[src/bsfu_pkg.sv]
// shared constants, types and helpers of the bit shift and flag unit
package bsfu_pkg;

	// datapath widths
	localparam int DATA_W = 8;
	localparam int BIT_W  = 3;
	localparam int ADDR_W = 8;

	// status register bit positions
	localparam int FLAG_C = 0;
	localparam int FLAG_Z = 1;
	localparam int FLAG_N = 2;
	localparam int FLAG_V = 3;
	localparam int FLAG_S = 4;
	localparam int FLAG_H = 5;
	localparam int FLAG_T = 6;
	localparam int FLAG_I = 7;

	// register map, byte offsets
	localparam logic [ADDR_W-1:0] STATUS_OFS = 8'h00;
	localparam logic [ADDR_W-1:0] RESULT_OFS = 8'h04;
	localparam logic [ADDR_W-1:0] COUNT_OFS  = 8'h08;

	// values after reset
	localparam logic [DATA_W-1:0] STATUS_RST = 8'h00;
	localparam logic [DATA_W-1:0] RESULT_RST = 8'h00;
	localparam logic [DATA_W-1:0] COUNT_RST  = 8'h00;
	localparam logic [DATA_W-1:0] UNMAPPED   = 8'h00;

	// operation codes driven by the decoder
	typedef enum logic [4:0] {
		no_op                   = 5'h00,
		rotate_right_carry_op   = 5'h01,
		arith_shift_right_op    = 5'h02,
		nibble_swap_op          = 5'h03,
		generic_flag_set_op     = 5'h04,
		generic_flag_clear_op   = 5'h05,
		bit_to_transfer_flag_op = 5'h06,
		transfer_flag_to_bit_op = 5'h07,
		carry_set_op            = 5'h08,
		carry_clear_op          = 5'h09,
		negative_set_op         = 5'h0A,
		negative_clear_op       = 5'h0B,
		zero_set_op             = 5'h0C,
		zero_clear_op           = 5'h0D,
		global_irq_enable_op    = 5'h0E,
		global_irq_disable_op   = 5'h0F,
		sign_set_op             = 5'h10,
		sign_clear_op           = 5'h11,
		overflow_set_op         = 5'h12,
		overflow_clear_op       = 5'h13,
		transfer_set_op         = 5'h14,
		transfer_clear_op       = 5'h15
	} bsfu_op_e;

	// write one bit of a byte, all others kept
	function automatic logic [DATA_W-1:0] bsfu_put_bit(input logic [DATA_W-1:0] v,
		input logic [BIT_W-1:0] idx, input logic b);
		logic [DATA_W-1:0] r;
		r = v;
		r[idx] = b;
		return r;
	endfunction

endpackage

[src/bsfu_op_if.sv]
// operation bundle between the unit's control and its combinational core
`timescale 1ns/100ps
`default_nettype none
interface bsfu_op_if;
	import bsfu_pkg::*;

	bsfu_op_e          op;
	logic [DATA_W-1:0] rd_value;
	logic [DATA_W-1:0] rr_value;
	logic [BIT_W-1:0]  bit_sel;
	logic [DATA_W-1:0] status_in;
	logic [DATA_W-1:0] result;
	logic [DATA_W-1:0] status_out;
	logic              writes_reg;

	modport ctrl (output op, rd_value, rr_value, bit_sel, status_in,
		input result, status_out, writes_reg);
	modport core (input op, rd_value, rr_value, bit_sel, status_in,
		output result, status_out, writes_reg);
endinterface
`default_nettype wire

[src/bsfu_core.sv]
// combinational result and flag logic of the bit shift and flag unit
`timescale 1ns/100ps
`default_nettype none
module bsfu_core (
	bsfu_op_if.core opb
);
	import bsfu_pkg::*;

	logic [DATA_W-1:0] sh;
	logic              c_out;

	// one case picks result and new flags; unlisted flags pass through
	always_comb begin
		sh = opb.rd_value;
		c_out = opb.status_in[FLAG_C];
		opb.result = opb.rd_value;
		opb.status_out = opb.status_in;
		opb.writes_reg = 1'b0;
		case (opb.op)
			rotate_right_carry_op: begin
				sh = {opb.status_in[FLAG_C], opb.rd_value[DATA_W-1:1]};
				c_out = opb.rd_value[0];
			end
			arith_shift_right_op: begin
				sh = {opb.rd_value[DATA_W-1], opb.rd_value[DATA_W-1:1]};
				c_out = opb.rd_value[0];
			end
			default: begin
				sh = opb.rd_value;
			end
		endcase
		case (opb.op)
			rotate_right_carry_op, arith_shift_right_op: begin
				opb.result = sh;
				opb.writes_reg = 1'b1;
				opb.status_out[FLAG_C] = c_out;
				opb.status_out[FLAG_Z] = (sh == 8'h00);
				opb.status_out[FLAG_N] = sh[DATA_W-1];
				// overflow is negative xor carry after the shift
				opb.status_out[FLAG_V] = sh[DATA_W-1] ^ c_out;
			end
			nibble_swap_op: begin
				opb.result = {opb.rd_value[3:0], opb.rd_value[7:4]};
				opb.writes_reg = 1'b1;
			end
			generic_flag_set_op:
				opb.status_out = bsfu_put_bit(opb.status_in, opb.bit_sel, 1'b1);
			generic_flag_clear_op:
				opb.status_out = bsfu_put_bit(opb.status_in, opb.bit_sel, 1'b0);
			bit_to_transfer_flag_op:
				opb.status_out[FLAG_T] = opb.rr_value[opb.bit_sel];
			transfer_flag_to_bit_op: begin
				opb.result = bsfu_put_bit(opb.rd_value, opb.bit_sel,
					opb.status_in[FLAG_T]);
				opb.writes_reg = 1'b1;
			end
			carry_set_op:          opb.status_out[FLAG_C] = 1'b1;
			carry_clear_op:        opb.status_out[FLAG_C] = 1'b0;
			negative_set_op:       opb.status_out[FLAG_N] = 1'b1;
			negative_clear_op:     opb.status_out[FLAG_N] = 1'b0;
			zero_set_op:           opb.status_out[FLAG_Z] = 1'b1;
			zero_clear_op:         opb.status_out[FLAG_Z] = 1'b0;
			global_irq_enable_op:  opb.status_out[FLAG_I] = 1'b1;
			global_irq_disable_op: opb.status_out[FLAG_I] = 1'b0;
			sign_set_op:           opb.status_out[FLAG_S] = 1'b1;
			sign_clear_op:         opb.status_out[FLAG_S] = 1'b0;
			overflow_set_op:       opb.status_out[FLAG_V] = 1'b1;
			overflow_clear_op:     opb.status_out[FLAG_V] = 1'b0;
			transfer_set_op:       opb.status_out[FLAG_T] = 1'b1;
			transfer_clear_op:     opb.status_out[FLAG_T] = 1'b0;
			default: begin
				opb.status_out = opb.status_in;
			end
		endcase
	end
endmodule
`default_nettype wire

[src/bsfu_top.sv]
// bit shift and flag unit: status register, result register and register port
//
// The address map and the strobed register port were decided locally.
`timescale 1ns/100ps
`default_nettype none
module bsfu_top (
	input  wire logic                    SYS_CLK,
	input  wire logic                    RESETN,
	input  wire logic                    OP_VALID,
	input  wire bsfu_pkg::bsfu_op_e      OP_CODE,
	input  wire logic [bsfu_pkg::DATA_W-1:0] RD_VALUE,
	input  wire logic [bsfu_pkg::DATA_W-1:0] RR_VALUE,
	input  wire logic [bsfu_pkg::BIT_W-1:0]  BIT_SEL,
	output logic [bsfu_pkg::DATA_W-1:0]      RESULT,
	output logic                             RESULT_WE,
	output logic [bsfu_pkg::DATA_W-1:0]      STATUS,
	input  wire logic [bsfu_pkg::ADDR_W-1:0] REG_ADDR,
	input  wire logic [bsfu_pkg::DATA_W-1:0] REG_WDATA,
	input  wire logic                        REG_WR,
	input  wire logic                        REG_RD,
	output logic [bsfu_pkg::DATA_W-1:0]      REG_RDATA
);
	import bsfu_pkg::*;

	typedef struct packed {
		logic [DATA_W-1:0] status;
		logic [DATA_W-1:0] result;
		logic              result_we;
		logic [DATA_W-1:0] count;
		logic [DATA_W-1:0] rdata;
	} bsfu_state_s;

	bsfu_state_s st;
	bsfu_state_s next_st;
	logic [DATA_W-1:0] base_status;

	bsfu_op_if opb ();

	bsfu_core u_core (
		.opb (opb)
	);

	// a software write lands first, so an operation in the same cycle overrides its bits
	always_comb begin
		base_status = st.status;
		if (REG_WR && REG_ADDR == STATUS_OFS) begin
			base_status = REG_WDATA;
		end
	end

	// feed the core; an idle cycle runs no_op, which changes nothing
	assign opb.op        = OP_VALID ? OP_CODE : no_op;
	assign opb.rd_value  = RD_VALUE;
	assign opb.rr_value  = RR_VALUE;
	assign opb.bit_sel   = BIT_SEL;
	assign opb.status_in = base_status;

	// next state of everything the unit holds
	always_comb begin
		next_st = st;
		next_st.result_we = 1'b0;
		next_st.status = opb.status_out;
		if (OP_VALID && opb.writes_reg) begin
			next_st.result = opb.result;
			next_st.result_we = 1'b1;
		end
		if (OP_VALID) begin
			next_st.count = st.count + 8'h01; // wraps, counts operations taken
		end
		// read data stand only in the cycle after the strobe
		next_st.rdata = UNMAPPED;
		if (REG_RD) begin
			case (REG_ADDR)
				STATUS_OFS: next_st.rdata = st.status;
				RESULT_OFS: next_st.rdata = st.result;
				COUNT_OFS:  next_st.rdata = st.count;
				default:    next_st.rdata = UNMAPPED;
			endcase
		end
	end

	// state register
	always_ff @(posedge SYS_CLK or negedge RESETN) begin
		if (!RESETN) begin
			st.status <= STATUS_RST;
			st.result <= RESULT_RST;
			st.result_we <= 1'b0;
			st.count <= COUNT_RST;
			st.rdata <= UNMAPPED;
		end else begin
			st <= next_st;
		end
	end

	// outputs straight from flip-flops
	assign RESULT    = st.result;
	assign RESULT_WE = st.result_we;
	assign STATUS    = st.status;
	assign REG_RDATA = st.rdata;
endmodule
`default_nettype wire

[config.mk]
export PLATFORM = sky130hd
export DESIGN_NAME = bsfu_top
export DESIGN_NICKNAME = d
export VERILOG_FILES = /design/src/bsfu_pkg.sv /design/src/bsfu_op_if.sv /design/src/bsfu_core.sv /design/src/bsfu_top.sv
export SDC_FILE = /design/constraint.sdc
export NUM_CORES = 1
export LEC_CHECK = 0
export CORE_MARGIN = 4
export CORE_UTILIZATION = 40
export DETAILED_ROUTE_END_ITERATION = 10
export DONT_BUFFER_PORTS = 1
export GPL_ROUTABILITY_DRIVEN = 0
export PLACE_DENSITY = 0.61
export SETUP_SLACK_MARGIN = 0.3
export SLEW_MARGIN = 30
export SYNTH_ARGS = -nofsm -noshare
export SYNTH_HDL_FRONTEND = slang
export SYNTH_SLANG_ARGS = --single-unit
[constraint.sdc]
create_clock -name SYS_CLK -period 1.33 [get_ports SYS_CLK]
set_input_delay 0.266 -clock SYS_CLK [delete_from_list [all_inputs] [get_ports SYS_CLK]]
set_output_delay 0.266 -clock SYS_CLK [all_outputs]
set_load 0.02 [all_outputs]
==> results of run 1 <==
logic make-up after synthesis:
| logic type | synth area share |
|---|---|
| adder cells (fa/ha/maj) | 0.00863 |
| AND/OR/NAND/NOR | 0.235 |
| AO/OA/AOI/OAI | 0.243 |
| XOR/XNOR | 0.0235 |
| multiplexers | 0.0690 |
| flip-flops | 0.316 |
| buffers and inverters | 0.105 |
repair_timing:
action / 4_1_cts / 5_1_grt
gates cloned: 0 / 0
pin swaps: 15 / 11
endpoints found under the hold margin: 33 / 33
setup buffers: 10 / 1
resized for setup: 35 / 18
endpoints found under the setup margin: 36 / 47
area by class of cell:
type	count	area (um^2)	share of cell area
Timing Repair Buffer	48	409	0.130
Multi-Input combinational cell	236	1710	0.543
Inverter	5	18.8	0.00595
Clock buffer	6	72.6	0.0230
Sequential cell	33	835	0.265
Tap cell	77	96.3	0.0305
Clock inverter	2	10.0	0.00317
cell usage after synthesis, types with 4 or more instances:
master	instances
inv_1	5
mux2i_1	12
a22oi_1	7
nor2_1	32
dfrtp_1	33
a211oi_1	5
o21ai_0	13
nor3_1	6
a21oi_1	29
a31oi_1	6
clkbuf_1	16
xnor2_1	4
nand3_1	10
nand2b_1	6
o22a_1	6
o22ai_1	5
buf_4	24
nand4_1	6
nor2b_1	10
nand2_1	22
worst max-delay path: cells and delay by family:
kind,cells,cell delay [ns]
and+or+nand+nor,3,1.09
AOI/OAI and AO/OA,2,0.45
layout by cell type, fill, tap and decap left out, types with 4 or more instances in the layout:
cell and count:
nand4_1 6, dfrtp_1 26, nor3_1 6, buf_4 35, nand3_1 9, a21oi_2 4, a22oi_1 7, nor2_1 31
a31oi_1 6, inv_1 5, nand2b_1 6, a21oi_4 5, nor2b_1 9, dfrtp_2 7, o22ai_1 5, o21ai_0 12
o22a_1 6, a21oi_1 21, buf_6 13, clkbuf_8 5, mux2i_4 4, nand2_1 22, mux2i_1 6
worst min path at each step:
stage / slack (ns) / cells after the start / startpoint / to
2_1_floorplan: -0.03 / 0 / RESETN / REG_RDATA[0]$_DFF_PN0_
3_3_place_gp: -0.03 / 0 / RESETN / st[12]$_DFFE_PN0P_
3_5_place_dp: -0.03 / 0 / RESETN / st[12]$_DFFE_PN0P_
4_1_cts: -0.34 / 0 / RESETN / STATUS[4]$_DFF_PN0_
5_1_grt: -0.35 / 0 / RESETN / STATUS[4]$_DFF_PN0_
6_report: -0.32 / 0 / RESETN / STATUS[4]$_DFF_PN0_
metal layers:
| layer | wire [um] | global-route usage |
|---|---|---|
| met1 | 3360 | 0.259 |
| met2 | 3510 | 0.296 |
| met3 | 642 | 0.0428 |
| met4 | 139 | 0.0687 |
| met5 | 0 | 0 |
state kept, by name (all words and copies together) (netlist names):
name	flops
STATUS	8
st	8
RESULT_WE	1
REG_RDATA	8
RESULT	8
power by group through the flow:
stage	clock [uW]	combinational (uW)	sequential (uW)
6_report	718	1320	1590
3_3_place_gp	0	917	1560
4_1_cts	738	1200	1540
5_1_grt	783	1430	1620
2_1_floorplan	0	942	1400
3_5_place_dp	0	938	1560
metrics by stage:
step | worst slack (ns) | area [um^2] | instances | util
detailed placement | -0.653 | 2760 | 388 | 0.434
CTS | -0.325 | 3060 | 406 | 0.482
floorplan | -0.641 | 2650 | 317 | -
finish | -0.326 | 3150 | 407 | 0.497
global placement | -0.638 | 2760 | 388 | 0.434
global route | -0.401 | 3150 | 407 | 0.497
==> results by group, run 1 <==
Clocking
  • Clk sinks: 33
  • Clk slew on worst S/H paths: around 0.07 ns
  • Clock Latency Late Sink: between 0.2 and 0.3 ns
  • H-tree levels: 2
  • Number of buffers created by CTS: 5
  • CTS tree: done
  • CTS Buffer Depth: 2
  • Root Buffer: clkbuf_8

Worst setup path
  • R2R Path End: STATUS[1]$_DFF_PN0_
  • Crit path DAT: around 1.8 ns
  • Critical Path Max Stage Delay: around 0.57 ns
  • CP startpoint: REG_ADDR[0]
  • Setup crit end kind: flop
  • Cell breakdown of the critical path: or4_4 > or3_1 > nand2_1 > a31oi_1 > o32a_1
  • End point of the critical path: STATUS[1]$_DFF_PN0_
  • Crit Path Class: in2reg
  • Crit path required time: about 1.5 ns
  • FF-to-FF Start: STATUS[0]$_DFF_PN0_
  • CP startpoint kind: input pin
  • Worst-case reg-to-reg path depth: 5
  • Slowest CP cell: or4_4
  • FF-to-FF setup slack: -0.01 ns
  • CP Max Fanout: 4

Floorplan
  • Starting density of the core: 0.411
  • Rows: 29
  • DIE WIDTH: 88.8 um
  • Die area: a little under 8000 um^2
  • Die H: around 89 um
  • Core area: 6350 um^2
  • IO Count: 70

Timing
  • Final setup vio count: 15
  • Final Hold Viols: 33
  • PnR worst setup slack: -0.326 ns
  • Final critical-path required period: around 1.7 ns
  • Clock Skews: roughly 0.0031 ns
  • Setup TNS: -3.88 ns
  • Max Clock Freq: ~600 MHz
  • Max-slew violations: 0
  • Unrepaired setup endpoints after global routing: yes
  • Final period util: 1.25
  • Fin Hold WS: -0.322 ns
  • Max_slew headroom: 0.673
  • Least-Margin Pin Slew: 0.490 ns

Global route
  • Vias in the first global route: about 2400
  • Largest net degree at the start of global routing: 34
  • Global-route wire length before repair: 11.6 mm
  • GRT Util Overall: 0.191
  • Initial antenna violation count: 0
  • Global route overflow: 0

Final layout
  • Final net count: 375
  • Fillers: 593
  • Layout cells sized above 1: 0.318
  • P&R area growth vs syn: 20.9%
  • Diodes inserted: 0

Yosys
  • Post-Syn Area: 2610 um^2
  • Asr flop ratio synth: 1.00
  • Sequential-to-total area share from yosys stat: 0.316
  • EDFF count, synth: 0
  • Cell taking the most area after synthesis: dfrtp_1
  • Yosys warnings: 0
  • Synth top area share: 0.316
  • #FFs+latches synth: 33
  • Synth Flop Type: dfrtp_1
  • Syn nets: 363
  • Yosys cell types: 60
  • Largest cells by area after synthesis: dfrtp_1, buf_4, a21oi_1, mux2i_1, nor2_1
  • Post-Syn Instances: around 320
  • Avg Inst Size Synth: 8.23 um^2

Route
  • Final ANT Viol Nets: 0
  • Total wire length: around 7.7 mm
  • Vias: 2462
  • Initial DRC count: between 150 and 200
  • Via density: between 6 and 7
  • Average routed wire per standard cell: 18.8 um
  • Initial DRT Pass Iterations: 5
  • DRC: 0

Placed design
  • IO Port Bufs: 0
  • DP HPWL: about 5.7 mm

Pwr
  • Flop pwr share: 0.438
  • Cell internal pwr: between 2000 and 2500 uW
  • Comb power frac: 0.364
  • Clock power share: 0.198
  • Pwr Density: between 1000 and 1500 nW/um^2
  • Switch Pwr: roughly 1300 uW
  • VDD IR max: approximately 0.76 mV
  • Switching share of power: 0.356
  • Static Leak: 0.00123 uW
  • Total power: 3630 uW

Run status
  • Failing checks: negative hold slack, negative setup slack
  • Outcome: finished, violations left

Hold path
  • Worst hold path class: in2async

Run
  • Max-cap violations: 0
(Power assumes the default switching activity.)
==> run 2: changes to the inputs <==
CORE_ASPECT_RATIO = 1.1   (was default)
REMOVE_ABC_BUFFERS = 1   (was default)
==> results by group, run 2 (same netlist as run 1, synthesis figures left out) <==
Worst setup path
  • FF-to-FF Start: STATUS[6]$_DFF_PN0_
  • Crit path required time: ~1.5 ns
  • Slowest CP cell: or4_4
  • CP startpoint kind: input pin
  • FF-to-FF setup slack: -0.05 ns
  • Worst-case reg-to-reg path depth: 5
  • R2R Path End: RESULT[7]$_DFFE_PN0P_
  • Cell breakdown of the critical path: or4_4 > o31a_1 > buf_4 > a211oi_2 > nor3_1 > o32a_1
  • Crit Path Class: in2reg
  • Critical Path Max Stage Delay: between 0.5 and 0.6 ns
  • Setup crit end kind: flop
  • CP Max Fanout: 4
  • Crit path DAT: ~1.9 ns

Timing
  • Max_slew headroom: 0.540
  • Unrepaired setup endpoints after global routing: yes
  • Max-slew violations: 0
  • Clock Skews: 0.00124 ns
  • Final period util: 1.29
  • Final critical-path required period: ~1.7 ns
  • Max Clock Freq: 584 MHz
  • Final setup vio count: 15
  • Least-Margin Pin Slew: around 0.68 ns
  • Final Hold Viols: 33
  • Fin Hold WS: -0.334 ns
  • Setup TNS: -3.93 ns
  • PnR worst setup slack: -0.381 ns

Pwr
  • Total power: 3680 uW
  • Comb power frac: 0.362
  • Static Leak: about 0.0012 uW
  • Flop pwr share: 0.430
  • Pwr Density: ~1200 nW/um^2
  • Clock power share: 0.208
  • Switching share of power: 0.363
  • Switch Pwr: between 1000 and 1500 uW
  • VDD IR max: 0.612 mV
  • Cell internal pwr: between 2000 and 2500 uW

Route
  • Via density: 5.99
  • Total wire length: approximately 8 mm
  • Initial DRC count: between 150 and 200
  • Final ANT Viol Nets: 0
  • DRC: 0
  • Vias: between 2000 and 2500
  • Average routed wire per standard cell: 19.5 um
  • Initial DRT Pass Iterations: 4

Floorplan
  • Die H: just over 90 um
  • IO Count: 70
  • Starting density of the core: 0.416
  • DIE WIDTH: 85.0 um
  • Core area: between 6000 and 7000 um^2
  • Die area: between 7000 and 8000 um^2
  • Rows: 30

Final layout
  • Commonest non-fill, non-tap cells in the layout: buf_4, nor2_1, dfrtp_1
  • Commonest non-fill, non-tap cell in the layout: buf_4
  • Layout cells sized above 1: 0.326
  • Diodes inserted: 0
  • Fillers: slightly below 600
  • Footprint of the multi-input gates: 1690 um^2
  • Final net count: 376
  • P&R area growth vs syn: 21.2%
  • Reg area: approximately 830 um^2
  • Finished Core Util: 0.505

Clocking
  • Clk slew on worst S/H paths: approximately 0.07 ns
  • CTS Buffer Depth: 2
  • Clk sinks: 33
  • CTS tree: done
  • Number of buffers created by CTS: 5
  • Clock Latency Late Sink: approximately 0.29 ns
  • H-tree levels: 2
  • Root Buffer: clkbuf_8

Global route
  • GRT Util Overall: 0.198
  • Vias in the first global route: 2469
  • Global route overflow: 0
  • Initial antenna violation count: 0
  • Global-route wire length before repair: about 13 mm
  • Largest net degree at the start of global routing: 34

Hold path
  • Worst hold path class: in2async

Run status
  • Failing checks: negative hold slack, negative setup slack
  • Outcome: finished, violations left

Placed design
  • IO Port Bufs: 0
  • Pre-CTS WS: -0.710 ns
  • DP HPWL: 5.88 mm

Run
  • Max-cap violations: 0
## run 2: power groups by stage
| stage | clock (uW) | sequential (uW) | combinational, uW |
|---|---|---|---|
| final | 765 | 1590 | 1330 |
| after global routing | 812 | 1610 | 1430 |
| after CTS | 771 | 1550 | 1160 |
| after detailed placement | 0 | 1570 | 940 |
| after global placement | 0 | 1560 | 910 |
| after floorplan | 0 | 1550 | 575 |
## run 2: cell type report
| type | instances | share of cell area |
|---|---|---|
| inverters | 5 | 0.00593 |
| multi-input cells | 236 | 0.534 |
| repair buffers | 49 | 0.138 |
| flip-flops and latches | 33 | 0.263 |
| well taps | 80 | 0.0316 |
| clock inverters | 3 | 0.00554 |
| clock buffers | 5 | 0.0218 |
## run 2: worst max-delay path: cells and delay by family
kind            cells  cell delay (ns)
simple gates        2             0.66
compound gates      3             0.80
buf+inv             1             0.17
## run 2: worst max-delay path by stage
stage / endpoint / startpoint / slack, ns / cells past startpoint
5_1_grt: RESULT[7]$_DFFE_PN0P_ / REG_ADDR[0] / -0.43 / 6
3_5_place_dp: STATUS[2]$_DFF_PN0_ / REG_ADDR[7] / -0.71 / 6
3_3_place_gp: STATUS[2]$_DFF_PN0_ / REG_ADDR[7] / -0.65 / 6
6_report: RESULT[7]$_DFFE_PN0P_ / REG_ADDR[0] / -0.38 / 6
4_1_cts: STATUS[4]$_DFF_PN0_ / REG_ADDR[0] / -0.31 / 6
2_1_floorplan: STATUS[4]$_DFF_PN0_ / REG_ADDR[7] / -0.74 / 5
## run 2: routing by layer
layer | vias up | routed length [um] | share of wire | track usage
met5 | - | 0 | 0 | 0
li1 | 1160 | - | - | -
met4 | 0 | 129 | 0.016 | 0.0515
met3 | 11 | 614 | 0.077 | 0.0374
met2 | 112 | 4040 | 0.50 | 0.345
met1 | 1178 | 3220 | 0.40 | 0.250
## run 2: metrics by stage
step                      instances  instance area [um^2]  hold slack (ns)
final                           411                  3160           -0.334
after global routing            411                  3160           -0.348
after CTS                       406                  3010           -0.340
after detailed placement        392                  2750          -0.0286
after global placement          392                  2750          -0.0286
after floorplan                 274                  2360          -0.0296
## run 2: timing repair
action	CTS	global route
endpoints found under the hold margin	33	33
pin swaps	29	18
resized for setup	35	24
endpoints found under the setup margin	41	46
setup buffers	6	5
==> run 3: changes to the inputs <==
BUFFER_PORTS_ARGS = -buffer_cell sky130_fd_sc_hd__buf_4   (was default)
DONT_BUFFER_PORTS = default   (was 1)
HOLD_SLACK_MARGIN = 0.15   (was default)
PLACE_DENSITY = 0.71   (was 0.61)
==> results by group, run 3 (same netlist as run 1, synthesis figures left out) <==
Run status
  • Outcome: finished, violations left
  • Failing checks: negative setup slack

Floorplan
  • DIE WIDTH: about 85 um
  • Rows: 30
  • Starting density of the core: 0.416
  • IO Count: 70
  • Core area: around 6300 um^2
  • Die H: a little over 90 um
  • Die area: about 7900 um^2

Clocking
  • Clk slew on worst S/H paths: ~0.070 ns
  • H-tree levels: 2
  • CTS tree: done
  • Root Buffer: clkbuf_8
  • Clk sinks: 33
  • Clock Latency Late Sink: about 0.3 ns
  • Number of buffers created by CTS: 5
  • CTS Buffer Depth: 2

Timing
  • Final setup vio count: 16
  • Final critical-path required period: ~1.9 ns
  • Least-Margin Pin Slew: roughly 0.51 ns
  • Final period util: 1.40
  • Fin Hold WS: 0.307 ns
  • Max Clock Freq: approximately 540 MHz
  • PnR worst setup slack: -0.538 ns
  • Clock Skews: ~0.0064 ns
  • Max-slew violations: 0
  • Max_slew headroom: 0.658
  • Final Hold Viols: 0
  • Unrepaired setup endpoints after global routing: yes

Worst setup path
  • Crit path DAT: just over 2 ns
  • CP startpoint kind: input pin
  • Most used cell, CP: buf_6
  • Worst Path Buf+Inv: 3
  • Critical Path Max Stage Delay: 0.61 ns
  • Critical path's top delay family: simple AND/OR/NAND/NOR gates
  • CP Max Fanout: 4
  • Setup crit end kind: flop
  • Crit Path Class: in2reg
  • Cell breakdown of the critical path: buf_6 > or4_4 > nor3_4 > buf_6 > buf_6 > mux2i_4 > a21oi_1 > o31a_1
  • Slowest CP cell: or4_4
  • Crit path required time: ~1.5 ns

Run
  • Max-cap violations: 0

Global route
  • Largest net degree at the start of global routing: 34
  • Initial antenna violation count: 0
  • Vias in the first global route: between 2000 and 3000
  • GRT Util Overall: 0.223
  • Global route overflow: 0
  • Global-route wire length before repair: ~14 mm

Route
  • Average routed wire per standard cell: ~20 um
  • Initial DRT Pass Iterations: 4
  • Vias: 3072
  • Via density: about 5.9
  • Total wire length: between 10 and 15 mm
  • Final ANT Viol Nets: 0
  • Initial DRC count: 250
  • DRC: 0

Pwr
  • Static Leak: roughly 0.0018 uW
  • VDD IR max: a little under 1 mV
  • Pwr Density: between 1000 and 1500 nW/um^2
  • Total power: approximately 4600 uW

Placed design
  • IO Port Bufs: 69
  • Post-DP Area: about 3400 um^2
  • DP HPWL: 6.34 mm

Final layout
  • Post-route design area: approximately 4200 um^2
  • Final net count: 486
  • Commonest non-fill, non-tap cells in the layout: buf_4, buf_6, dfrtp_1
  • P&R area growth vs syn: 60.6%
  • Diodes inserted: 0
  • Commonest non-fill, non-tap cell in the layout: buf_4
  • Layout cells sized above 1: 0.499

Hold path
  • Worst hold path class: in2reg
run 3: where the power goes:
| group | switching, uW | internal [uW] | total (uW) |
|---|---|---|---|
| logic | 971 | 1150 | 2120 |
| registers | 280 | 1230 | 1500 |
| clock network | 384 | 611 | 995 |
run 3: routing by layer:
layer,global-route usage,up-vias,share of wire
met3,0.0463,48,0.081
li1,-,1385,-
met5,0,-,0
met4,0.104,0,0.054
met2,0.369,199,0.50
met1,0.275,1440,0.37
run 3: through the flow:
stage               std cells   util  setup slack [ns]  setup TNS (ns)
floorplan                 274      -            -0.742           -7.74
global placement          484  0.548            -0.763          -10.58
detailed placement        484  0.548            -0.798          -10.98
CTS                       513  0.624            -0.426           -4.79
global route              521  0.669            -0.611           -7.47
finish                    521  0.669            -0.538           -6.64
run 3: area by class of cell:
class                           count  area, um^2
Inverter                            5        18.8
Fill cell                         474        2080
Sequential cell                    33         828
Multi-Input combinational cell    236        1740
Clock buffer                        7        86.3
Clock inverter                      1        30.0
Tap cell                           80         100
Timing Repair Buffer              159        1390
run 3: what timing repair did:
item | in CTS | in global routing
setup endpoints to repair | 53 | 56
setup buffers | 20 | 8
hold endpoints to repair | 33 | 0
pin swaps | 26 | 30
gates cloned | 0 | 0
hold buffers | 1 | 0
gates resized for setup | 54 | 46
run 3: path summary, 6_finish.rpt:
check                               startpoint                   to  slack (ns)  cells after the start
max                                REG_ADDR[7]  STATUS[3]$_DFF_PN0_       -0.54                      8
min                               REG_WDATA[5]  STATUS[5]$_DFF_PN0_        0.31                      3
max reg2reg                STATUS[0]$_DFF_PN0_  STATUS[1]$_DFF_PN0_       -0.25                      7
min reg2reg                 st[15]$_DFFE_PN0P_   st[15]$_DFFE_PN0P_        0.53                      1
max in group asynchronous               RESETN    st[8]$_DFFE_PN0P_        0.55                      2
min in group asynchronous               RESETN  STATUS[6]$_DFF_PN0_        0.45                      2
run 3: worst min-delay path, stage by stage:
cell	delay, ns
buf_4	0.09
mux2i_1	0.06
o22ai_1	0.14
